===== src/shared/udbp_pkg.sv =====
// constants and carrier types of the upper data byte i/o port
`default_nettype none
package udbp_pkg;

    // ------------------------------------------------------------
    // widths
    // ------------------------------------------------------------
    localparam int PORT_W = 8;
    localparam int ADDR_W = 2;
    localparam int DBUS_W = 16;
    localparam int MODE_W = 3;
    // port bit n sits on data bus bit n + DBUS_LSB
    localparam int DBUS_LSB = 8;

    // ------------------------------------------------------------
    // register offsets on the plain register port
    // ------------------------------------------------------------
    localparam logic [ADDR_W-1:0] OFS_DIRECTION = 2'h0;
    localparam logic [ADDR_W-1:0] OFS_LATCH = 2'h1;
    localparam logic [ADDR_W-1:0] OFS_LEVEL_VIEW = 2'h2;
    localparam logic [ADDR_W-1:0] OFS_PULLUP = 2'h3;

    // ------------------------------------------------------------
    // reset values and fixed read values
    // ------------------------------------------------------------
    localparam logic [PORT_W-1:0] RST_DIRECTION = 8'h00;
    localparam logic [PORT_W-1:0] RST_LATCH = 8'h00;
    localparam logic [PORT_W-1:0] RST_PULLUP = 8'h00;
    localparam logic [PORT_W-1:0] RD_WRITE_ONLY = 8'h00;
    localparam logic [PORT_W-1:0] RD_IDLE = 8'h00;
    localparam logic [DBUS_W-1:0] DBUS_IDLE = 16'h0000;

    // ------------------------------------------------------------
    // operating modes from the chip mode pins
    // ------------------------------------------------------------
    localparam logic [MODE_W-1:0] MODE_EXT_FIRST = 3'h4;
    localparam logic [MODE_W-1:0] MODE_EXT_LAST = 3'h6;
    localparam logic [MODE_W-1:0] MODE_SINGLE = 3'h7;

    // ------------------------------------------------------------
    // carrier types
    // ------------------------------------------------------------
    // register port request
    typedef struct packed {
        logic [ADDR_W-1:0] addr;
        logic [PORT_W-1:0] wdata;
        logic wr;
        logic rd;
    } udbp_req_t;

    // external bus controller cycle
    typedef struct packed {
        logic wr;
        logic rd;
        logic [DBUS_W-1:0] dout;
    } udbp_ebus_t;

endpackage
`default_nettype wire


===== src/logic/udbp_pin_cell.sv =====
// per-pin steering of drive, pull-up and read view
`timescale 1ns/100ps
`default_nettype none
module udbp_pin_cell (
    // operating mode
    input wire logic ext_mode,
    input wire logic single_mode,
    // register bits for this pin
    input wire logic dir_bit,
    input wire logic latch_bit,
    input wire logic pullup_bit,
    // bus controller and pad
    input wire logic ebus_wr,
    input wire logic ebus_bit,
    input wire logic pad_level,
    // results
    output logic next_oe,
    output logic next_out,
    output logic next_pu,
    output logic view_bit
);

    // ------------------------------------------------------------
    // pin function
    // ------------------------------------------------------------
    // bus lines drive only on controller write cycles
    wire logic ext_drive = ext_mode & ebus_wr;
    // general output only in single-chip mode
    wire logic port_drive = single_mode & dir_bit;

    assign next_oe = ext_drive | port_drive;
    assign next_out = ext_drive ? ebus_bit : (port_drive & latch_bit);
    // pull-up only for a single-chip input pin
    assign next_pu = single_mode & ~dir_bit & pullup_bit;
    // output pins read back the latch, input pins the pad
    assign view_bit = dir_bit ? latch_bit : pad_level;

endmodule
`default_nettype wire


===== src/logic/udbp_port.sv =====
// upper data byte i/o port with direction, latch, view and pull-up
`timescale 1ns/100ps
`default_nettype none

// Operation
// - An eight-bit write-only direction register clears to zero on reset.
// - In modes 4 to 6 every pin is a two-way bus line, direction ignored.
// - In bus modes port bit n is data bus bit n plus 8, bits 15 down to 8.
// - In mode 7 a pin drives when its direction bit is 1, else is input.
// - A readable output latch resets to zero and feeds general outputs.
// - The level view returns latch bits for outputs and pads for inputs.
// - The level view is read-only and has no reset value of its own.
// - A readable pull-up register resets to zero; 1 asks for a pull-up.
// - Pull-ups work only in mode 7 and are set per pin.
// - In mode 7 a pull-up is on exactly for direction 0 and enable 1.
// - Pull-ups stay off on bus lines and outputs, and through reset.
module udbp_port (
    // clock and reset
    input wire logic ref_clk,
    input wire logic nrst,
    // chip mode pins
    input wire logic [udbp_pkg::MODE_W-1:0] mode,
    // register port
    input wire udbp_pkg::udbp_req_t req,
    output logic [udbp_pkg::PORT_W-1:0] rdata,
    // external bus controller
    input wire udbp_pkg::udbp_ebus_t ebus,
    output logic [udbp_pkg::DBUS_W-1:0] ebus_din,
    // pads
    input wire logic [udbp_pkg::PORT_W-1:0] pin_in,
    output logic [udbp_pkg::PORT_W-1:0] pin_out,
    output logic [udbp_pkg::PORT_W-1:0] pin_oe,
    output logic [udbp_pkg::PORT_W-1:0] pin_pu
);
    import udbp_pkg::*;

    // ------------------------------------------------------------
    // state
    // ------------------------------------------------------------
    logic [PORT_W-1:0] pin_direction;
    logic [PORT_W-1:0] output_latch;
    logic [PORT_W-1:0] pullup_enable;

    // ------------------------------------------------------------
    // mode decode
    // ------------------------------------------------------------
    // modes below 4 leave every pin an input with no pull-up
    wire logic ext_mode = (mode >= MODE_EXT_FIRST) &&
        (mode <= MODE_EXT_LAST);
    wire logic single_mode = (mode == MODE_SINGLE);

    // ------------------------------------------------------------
    // register port decode
    // ------------------------------------------------------------
    wire logic hit_dir = (req.addr == OFS_DIRECTION);
    wire logic hit_latch = (req.addr == OFS_LATCH);
    wire logic hit_view = (req.addr == OFS_LEVEL_VIEW);
    wire logic hit_pullup = (req.addr == OFS_PULLUP);
    wire logic wr_dir = req.wr & hit_dir;
    wire logic wr_latch = req.wr & hit_latch;
    wire logic wr_pullup = req.wr & hit_pullup;

    // ------------------------------------------------------------
    // per-pin steering
    // ------------------------------------------------------------
    logic [PORT_W-1:0] next_oe;
    logic [PORT_W-1:0] next_out;
    logic [PORT_W-1:0] next_pu;
    logic [PORT_W-1:0] view;
    // bus byte carried by the port
    wire logic [PORT_W-1:0] ebus_byte = ebus.dout[DBUS_LSB +: PORT_W];

    generate
        for (genvar i = 0; i < PORT_W; i++) begin : g_pin
            udbp_pin_cell u_cell (
                .ext_mode(ext_mode),
                .single_mode(single_mode),
                .dir_bit(pin_direction[i]),
                .latch_bit(output_latch[i]),
                .pullup_bit(pullup_enable[i]),
                .ebus_wr(ebus.wr),
                .ebus_bit(ebus_byte[i]),
                .pad_level(pin_in[i]),
                .next_oe(next_oe[i]),
                .next_out(next_out[i]),
                .next_pu(next_pu[i]),
                .view_bit(view[i])
            );
        end
    endgenerate

    // ------------------------------------------------------------
    // read data select
    // ------------------------------------------------------------
    // view is built live from latch and pads by direction, so it needs no reset value
    wire logic [PORT_W-1:0] read_sel =
        hit_view ? view :
        hit_latch ? output_latch :
        hit_pullup ? pullup_enable :
        RD_WRITE_ONLY;
    wire logic [PORT_W-1:0] next_rdata = req.rd ? read_sel : RD_IDLE;

    // external bus read byte lands on the upper data lines
    wire logic ebus_capture = ext_mode & ebus.rd;
    wire logic [DBUS_W-1:0] next_ebus_din =
        {pin_in, DBUS_IDLE[DBUS_LSB-1:0]};

    // ------------------------------------------------------------
    // registers written by software
    // ------------------------------------------------------------
    // direction register, write-only
    always_ff @(posedge ref_clk) begin
        if (!nrst) begin
            pin_direction <= RST_DIRECTION;
        end else if (wr_dir) begin
            pin_direction <= req.wdata;
        end
    end

    // output latch
    always_ff @(posedge ref_clk) begin
        if (!nrst) begin
            output_latch <= RST_LATCH;
        end else if (wr_latch) begin
            output_latch <= req.wdata;
        end
    end

    // pull-up enable
    always_ff @(posedge ref_clk) begin
        if (!nrst) begin
            pullup_enable <= RST_PULLUP;
        end else if (wr_pullup) begin
            pullup_enable <= req.wdata;
        end
    end

    // ------------------------------------------------------------
    // read data, one cycle after the strobe
    // ------------------------------------------------------------
    always_ff @(posedge ref_clk) begin
        if (!nrst) begin
            rdata <= RD_IDLE;
        end else begin
            rdata <= next_rdata;
        end
    end

    // ------------------------------------------------------------
    // pad drive and pull-ups
    // ------------------------------------------------------------
    always_ff @(posedge ref_clk) begin
        if (!nrst) begin
            pin_oe <= '0;
            pin_out <= '0;
            pin_pu <= '0;
        end else begin
            pin_oe <= next_oe;
            pin_out <= next_out;
            pin_pu <= next_pu;
        end
    end

    // ------------------------------------------------------------
    // bus controller read path
    // ------------------------------------------------------------
    // holds the last captured byte between read cycles
    always_ff @(posedge ref_clk) begin
        if (!nrst) begin
            ebus_din <= DBUS_IDLE;
        end else if (ebus_capture) begin
            ebus_din <= next_ebus_din;
        end
    end

    // ------------------------------------------------------------
    // checks
    // ------------------------------------------------------------
    // direction clears through reset
    AST_DIR_RESET: assert property (
        @(posedge ref_clk) !nrst |=> pin_direction == RST_DIRECTION
    ) else $error("direction not cleared by reset");

    // direction never reads back
    AST_DIR_WO: assert property (
        @(posedge ref_clk) disable iff (!nrst)
        req.rd && hit_dir |=> rdata == RD_WRITE_ONLY
    ) else $error("direction register read back");

    // bus modes drive exactly on controller writes
    AST_EXT_OE: assert property (
        @(posedge ref_clk) disable iff (!nrst)
        ext_mode |=> pin_oe == {PORT_W{$past(ebus.wr)}}
    ) else $error("bus mode drive not following write cycles");

    // port pins carry data bus bits 15 to 8
    AST_EXT_MAP: assert property (
        @(posedge ref_clk) disable iff (!nrst)
        ext_mode && ebus.wr |=>
            pin_out == $past(ebus.dout[DBUS_W-1:DBUS_LSB])
    ) else $error("bus byte not on port pins");

    // single-chip drive follows direction and latch
    AST_SINGLE_DRIVE: assert property (
        @(posedge ref_clk) disable iff (!nrst)
        single_mode |=> pin_oe == $past(pin_direction) &&
            pin_out == ($past(pin_direction) & $past(output_latch))
    ) else $error("single-chip drive wrong");

    // latch write appears at the pin two edges later
    AST_LATCH_PIN: assert property (
        @(posedge ref_clk) disable iff (!nrst)
        wr_latch && single_mode ##1 single_mode && !wr_dir |=>
            (pin_out & pin_direction) == ($past(req.wdata, 2) & pin_direction)
    ) else $error("latch write not driven");

    // view mixes latch and pad by direction
    AST_VIEW_READ: assert property (
        @(posedge ref_clk) disable iff (!nrst)
        req.rd && hit_view |=> rdata ==
            (($past(pin_direction) & $past(output_latch)) |
             (~$past(pin_direction) & $past(pin_in)))
    ) else $error("level view wrong");

    // view ignores writes
    AST_VIEW_RO: assert property (
        @(posedge ref_clk) disable iff (!nrst)
        req.wr && hit_view |=> $stable(pin_direction) &&
            $stable(output_latch) && $stable(pullup_enable)
    ) else $error("write to level view changed state");

    // pull-up register reads back what was written
    AST_PU_RW: assert property (
        @(posedge ref_clk) disable iff (!nrst)
        wr_pullup ##1 req.rd && hit_pullup && !req.wr |=>
            rdata == $past(req.wdata, 2)
    ) else $error("pull-up register readback wrong");

    // no pull-up outside single-chip mode
    AST_PU_MODE: assert property (
        @(posedge ref_clk) disable iff (!nrst)
        !single_mode |=> pin_pu == '0
    ) else $error("pull-up on outside single-chip mode");

    // single-chip pull-up exactly for input with enable
    AST_PU_ON: assert property (
        @(posedge ref_clk) disable iff (!nrst)
        single_mode |=>
            pin_pu == (~$past(pin_direction) & $past(pullup_enable))
    ) else $error("pull-up state wrong");

    // never a pull-up on a driven pin
    AST_PU_OFF: assert property (
        @(posedge ref_clk) disable iff (!nrst)
        (pin_oe & pin_pu) == '0
    ) else $error("pull-up on a driven pin");

    // pull-ups off through reset
    AST_PU_RST: assert property (
        @(posedge ref_clk) !nrst |=> pin_pu == '0
    ) else $error("pull-up on after reset");

    // latch and pull-up register clear through reset
    AST_LATCH_RESET: assert property (
        @(posedge ref_clk) !nrst |=>
            output_latch == RST_LATCH && pullup_enable == RST_PULLUP
    ) else $error("latch or pull-up register not cleared by reset");

    // modes below 4 neither drive nor pull up
    AST_IDLE_MODE: assert property (
        @(posedge ref_clk) disable iff (!nrst)
        !ext_mode && !single_mode |=> pin_oe == '0 && pin_pu == '0
    ) else $error("pin active outside the known modes");

    // bus read captures pad levels on the upper byte
    AST_EXT_READ: assert property (
        @(posedge ref_clk) disable iff (!nrst)
        ebus_capture |=> ebus_din[DBUS_W-1:DBUS_LSB] == $past(pin_in) &&
            ebus_din[DBUS_LSB-1:0] == DBUS_IDLE[DBUS_LSB-1:0]
    ) else $error("bus read byte wrong");

    // read data stand only in the cycle after the strobe
    AST_RD_IDLE: assert property (
        @(posedge ref_clk) disable iff (!nrst)
        !req.rd |=> rdata == RD_IDLE
    ) else $error("read data outside answer cycle");

endmodule
`default_nettype wire


===== config.mk =====
export PLATFORM = sky130hd
export DESIGN_NAME = udbp_port
export DESIGN_NICKNAME = d
export VERILOG_FILES = /design/src/shared/udbp_pkg.sv /design/src/logic/udbp_pin_cell.sv /design/src/logic/udbp_port.sv
export SDC_FILE = /design/constraint.sdc
export NUM_CORES = 1
export LEC_CHECK = 0
export BUFFER_PORTS_ARGS = -buffer_cell sky130_fd_sc_hd__buf_2
export CORE_MARGIN = 2
export CORE_UTILIZATION = 25
export CTS_CLUSTER_SIZE = 40
export DETAILED_ROUTE_END_ITERATION = 16
export SLEW_MARGIN = 20
export SYNTH_ARGS = -nofsm -noshare
export SYNTH_HDL_FRONTEND = slang
export SYNTH_SLANG_ARGS = --single-unit

===== constraint.sdc =====
create_clock -name ref_clk -period 2.65 [get_ports ref_clk]
set_input_delay 0.265 -clock ref_clk [delete_from_list [all_inputs] [get_ports ref_clk]]
set_output_delay 0.265 -clock ref_clk [all_outputs]
set_load 0.02 [all_outputs]

==> summary.md <==
| Metric | Value |
|---|---|
| Clock net sink count | 64 |
| Fmax | 766 MHz |
| Top cells by area in the synthesized netlist | dfxtp_1 (51%), mux2i_1 (9.5%), nor2b_1 (6.4%) |
| Worst setup skew after layout | 0.00652 ns |
| Highest-delay cell along the critical path | nand3b_1 |
| Area occupied by multi-input gates | roughly 1100 um^2 |
| Fraction of the core area covered by cells at the end of the flow | 0.323 |
| Chip Height | approximately 100 um |
| Leak pwr | 0.00136 uW |
| Slew of the pin with the lowest slew margin | 0.617 ns |
| End of the worst register-to-register path | rdata[3]$_SDFF_PN0_ |
| Worst r2r src | pin_direction[3]$_SDFFE_PN0P_ |
| Flip-flop and latch count after synthesis | 64 |
| Maximum vdd drop | 0.175 mV |
| RSZ-0062 raised after global routing | no |
| Net count, final | about 360 |
| Signed area change from the synthesized netlist to the final layout | 25.0% |
| Routed wirelength normalized by instance count | 15.1 um |
| Buffer type at the clock tree root | clkbuf_8 |
| Row Count | 36 |
| Hold path cells | 2 |
| Largest fanout on the critical path | 21 |
| Aggregate negative setup slack | 0 ns |
| Post-CTS Hold Buffers | 0 |
| Vias/cell | 4.46 |
| Post-synth top area share | 0.505 |
| Critical path buffers and inverters | 1 |
| Worst Hold Launch | ebus[15] |
| Starting utilization of the core area | 0.258 |
| Reg2Reg Setup Slack | ~1.7 ns |
| Average footprint of a synthesized cell | 10.2 um^2 |
| DIE WIDTH | 105 um |
| Number of max-slew violations in the final report | 0 |
| Pwr per Cell Area | 649 nW/um^2 |
| Finished Layout Cells | 459 |
| Top Family by Delay on Critical Path | simple AND/OR/NAND/NOR gates |
| Start-to-end type of the worst setup path | input pin to flop |
| Post-CTS Setup Inserts | 0 |
| Initial DRC count | 153 |
| All-Layer GR Usage | 0.131 |
| FF+latch area | about 1300 um^2 |
| Estimated wirelength of the detail-placed design | roughly 5000 um |
| Number of buffer cells added on primary ports | 74 |
| Final Routed Wirelength | 6940 um |
| Most common cell after layout, fill and taps aside | buf_2 |
| Final cycle utilization of the critical path | 0.492 |
| Initial antenna violation count | 0 |
| Maximum cell stage delay along the critical path | 0.54 ns |
| WP data arrival | 1.54 ns |
| Count of distinct cell types in the synthesized netlist | 26 |
| Crit path required time | 2.88 ns |
| CTS H-tree depth | 3 |
| Post-cts gate resize count | 0 |
| Hold Vio Cnt, Final | 0 |
| Vias in the first global route | 2045 |
| Top library cells by usage in the layout, fill and taps aside | buf_2 (74), dfxtp_1 (64), nor2b_1 (26), a21oi_1 (24), mux2i_1 (24) |
| Classification of the worst-slack hold path | input pin to flop |
| Global placement routability congestion | about 0.8 |
| Post-Synthesis Cells | ~250 |
| Cell depth of the worst flop-to-flop path | 3 |
| Number of fill cells | approximately 1100 |
| Die Outline Area | 11000 um^2 |
| Sequential area share after synthesis | 0.505 |
| Worst max-slew margin expressed relative to the limit | 0.588 |
| Share of layout cells above drive strength 1 | 0.304 |
| Endpoints failing setup | 0 |
| CP startpoint kind | input pin |
| Longest Clk Path Bufs | 2 |
| Total congestion overflow | 0 |
| Clock latency on the worst-skew pair | 0.34 ns |
| Crit end category | flop |
| IO Count | between 90 and 100 |
| Number of vias after detailed routing | 2046 |
| Synthesized area | 2530 um^2 |
| Length of the first detailed-routing pass in iterations | 4 |
| Leading area contributor after synthesis | dfxtp_1 |
| Global-route wire length before repair | roughly 11000 um |
| Total placed cells including tap cells | 443 |
| ANT nets after route | 0 |
| Number of maximum-capacitance violations | 0 |
| CP cell instances | buf_2, nand3b_1, mux2i_1, nor2b_1 |
| Destination of the worst hold path | pin_out[7]$_SDFF_PN0_ |
| Post-detailed-route DRC marker count | 0 |
| Outcome | complete, no violations |
| CTS clock-pin slew for the worst setup and hold paths | around 0.070 ns |
| Total of warnings raised by yosys | 0 |
| Antenna diodes | 0 |
| Largest net degree at the start of global routing | 22 |
| Min Tclk post-route | 1.30 ns |
| Clock tree from TritonCTS | yes |
| Number of buffers added by the clock tree synthesis step | 9 |
| CORE AREA | around 9800 um^2 |
-- kinds of logic (layout without fill, tap and decap cells) --
logic type      count (synthesis)  in the layout  share of synthesized area
simple gates                   79             79                      0.194
flops                          64             64                      0.505
compound gates                 57             57                      0.142
mux                            24             24                     0.0948
buf+inv                        23             94                     0.0622
other cells                     1              8                    0.00148
-- state kept, by name, summed over array words and instances (netlist names) --
| name | count |
|---|---|
| ebus_din | 8 |
| rdata | 8 |
| pin_oe | 8 |
| output_latch | 8 |
| pin_direction | 8 |
| pullup_enable | 8 |
| pin_out | 8 |
| pin_pu | 8 |
-- metrics by stage --
stage	hold slack, ns	setup WS, ns	total power [uW]	instance area, um^2
final	0.142	1.35	2060	3170
after global routing	0.132	1.23	2150	3170
after CTS	0.134	1.37	2090	3170
after detailed placement	0.467	0.992	1230	2970
after global placement	0.461	1.03	1230	2970
after floorplan	0.391	1.62	1170	2560
-- power breakdown --
part           internal (uW)  switching, uW
clock network            483            360
registers                990           17.9
logic                   78.3            126
total                   1550            504
-- worst max-delay path by stage --
stage | from | endpoint | slack, ns | cells after the start
5_1_grt | req[10] | output_latch[7]$_SDFFE_PN0P_ | 1.23 | 4
4_1_cts | req[10] | output_latch[5]$_SDFFE_PN0P_ | 1.37 | 4
6_report | req[10] | output_latch[5]$_SDFFE_PN0P_ | 1.35 | 4
2_1_floorplan | nrst | pin_out[0]$_SDFF_PN0_ | 1.62 | 4
3_5_place_dp | req[10] | output_latch[5]$_SDFFE_PN0P_ | 0.99 | 4
3_3_place_gp | req[10] | output_latch[1]$_SDFFE_PN0P_ | 1.03 | 4
-- synth_stat cells --
cell,count
a21bo_1,1
nand3_2,1
and2_1,3
clkbuf_1,3
o22ai_1,8
buf_4,11
nor2_4,2
o21ai_1,2
nor3b_1,16
buf_2,5
nand3b_1,1
dfxtp_1,64
o21ai_0,6
mux2i_1,24
clkbuf_2,1
nor3b_2,1
nand3_4,1
a32o_1,8
nand2_1,18
conb_1,1
buf_6,3
nand2_2,2
a21oi_1,24
nor2b_1,26
nand3_1,8
a21boi_1,8
-- final cells by class --
type	instances	share of cell area
multi-input combinational	168	0.354
clock buffer	13	0.0501
sequential	64	0.404
timing repair buffer	78	0.126
clock inverter	3	0.0126
tap	133	0.0525
-- metal layers --
metal  track usage  routed length [um]
met4        0.0533                 100
met2         0.190                3060
met1         0.174                3310
met3        0.0493                 468
met5             0                   0
Note: power is estimated with default switching activity, not from simulation.
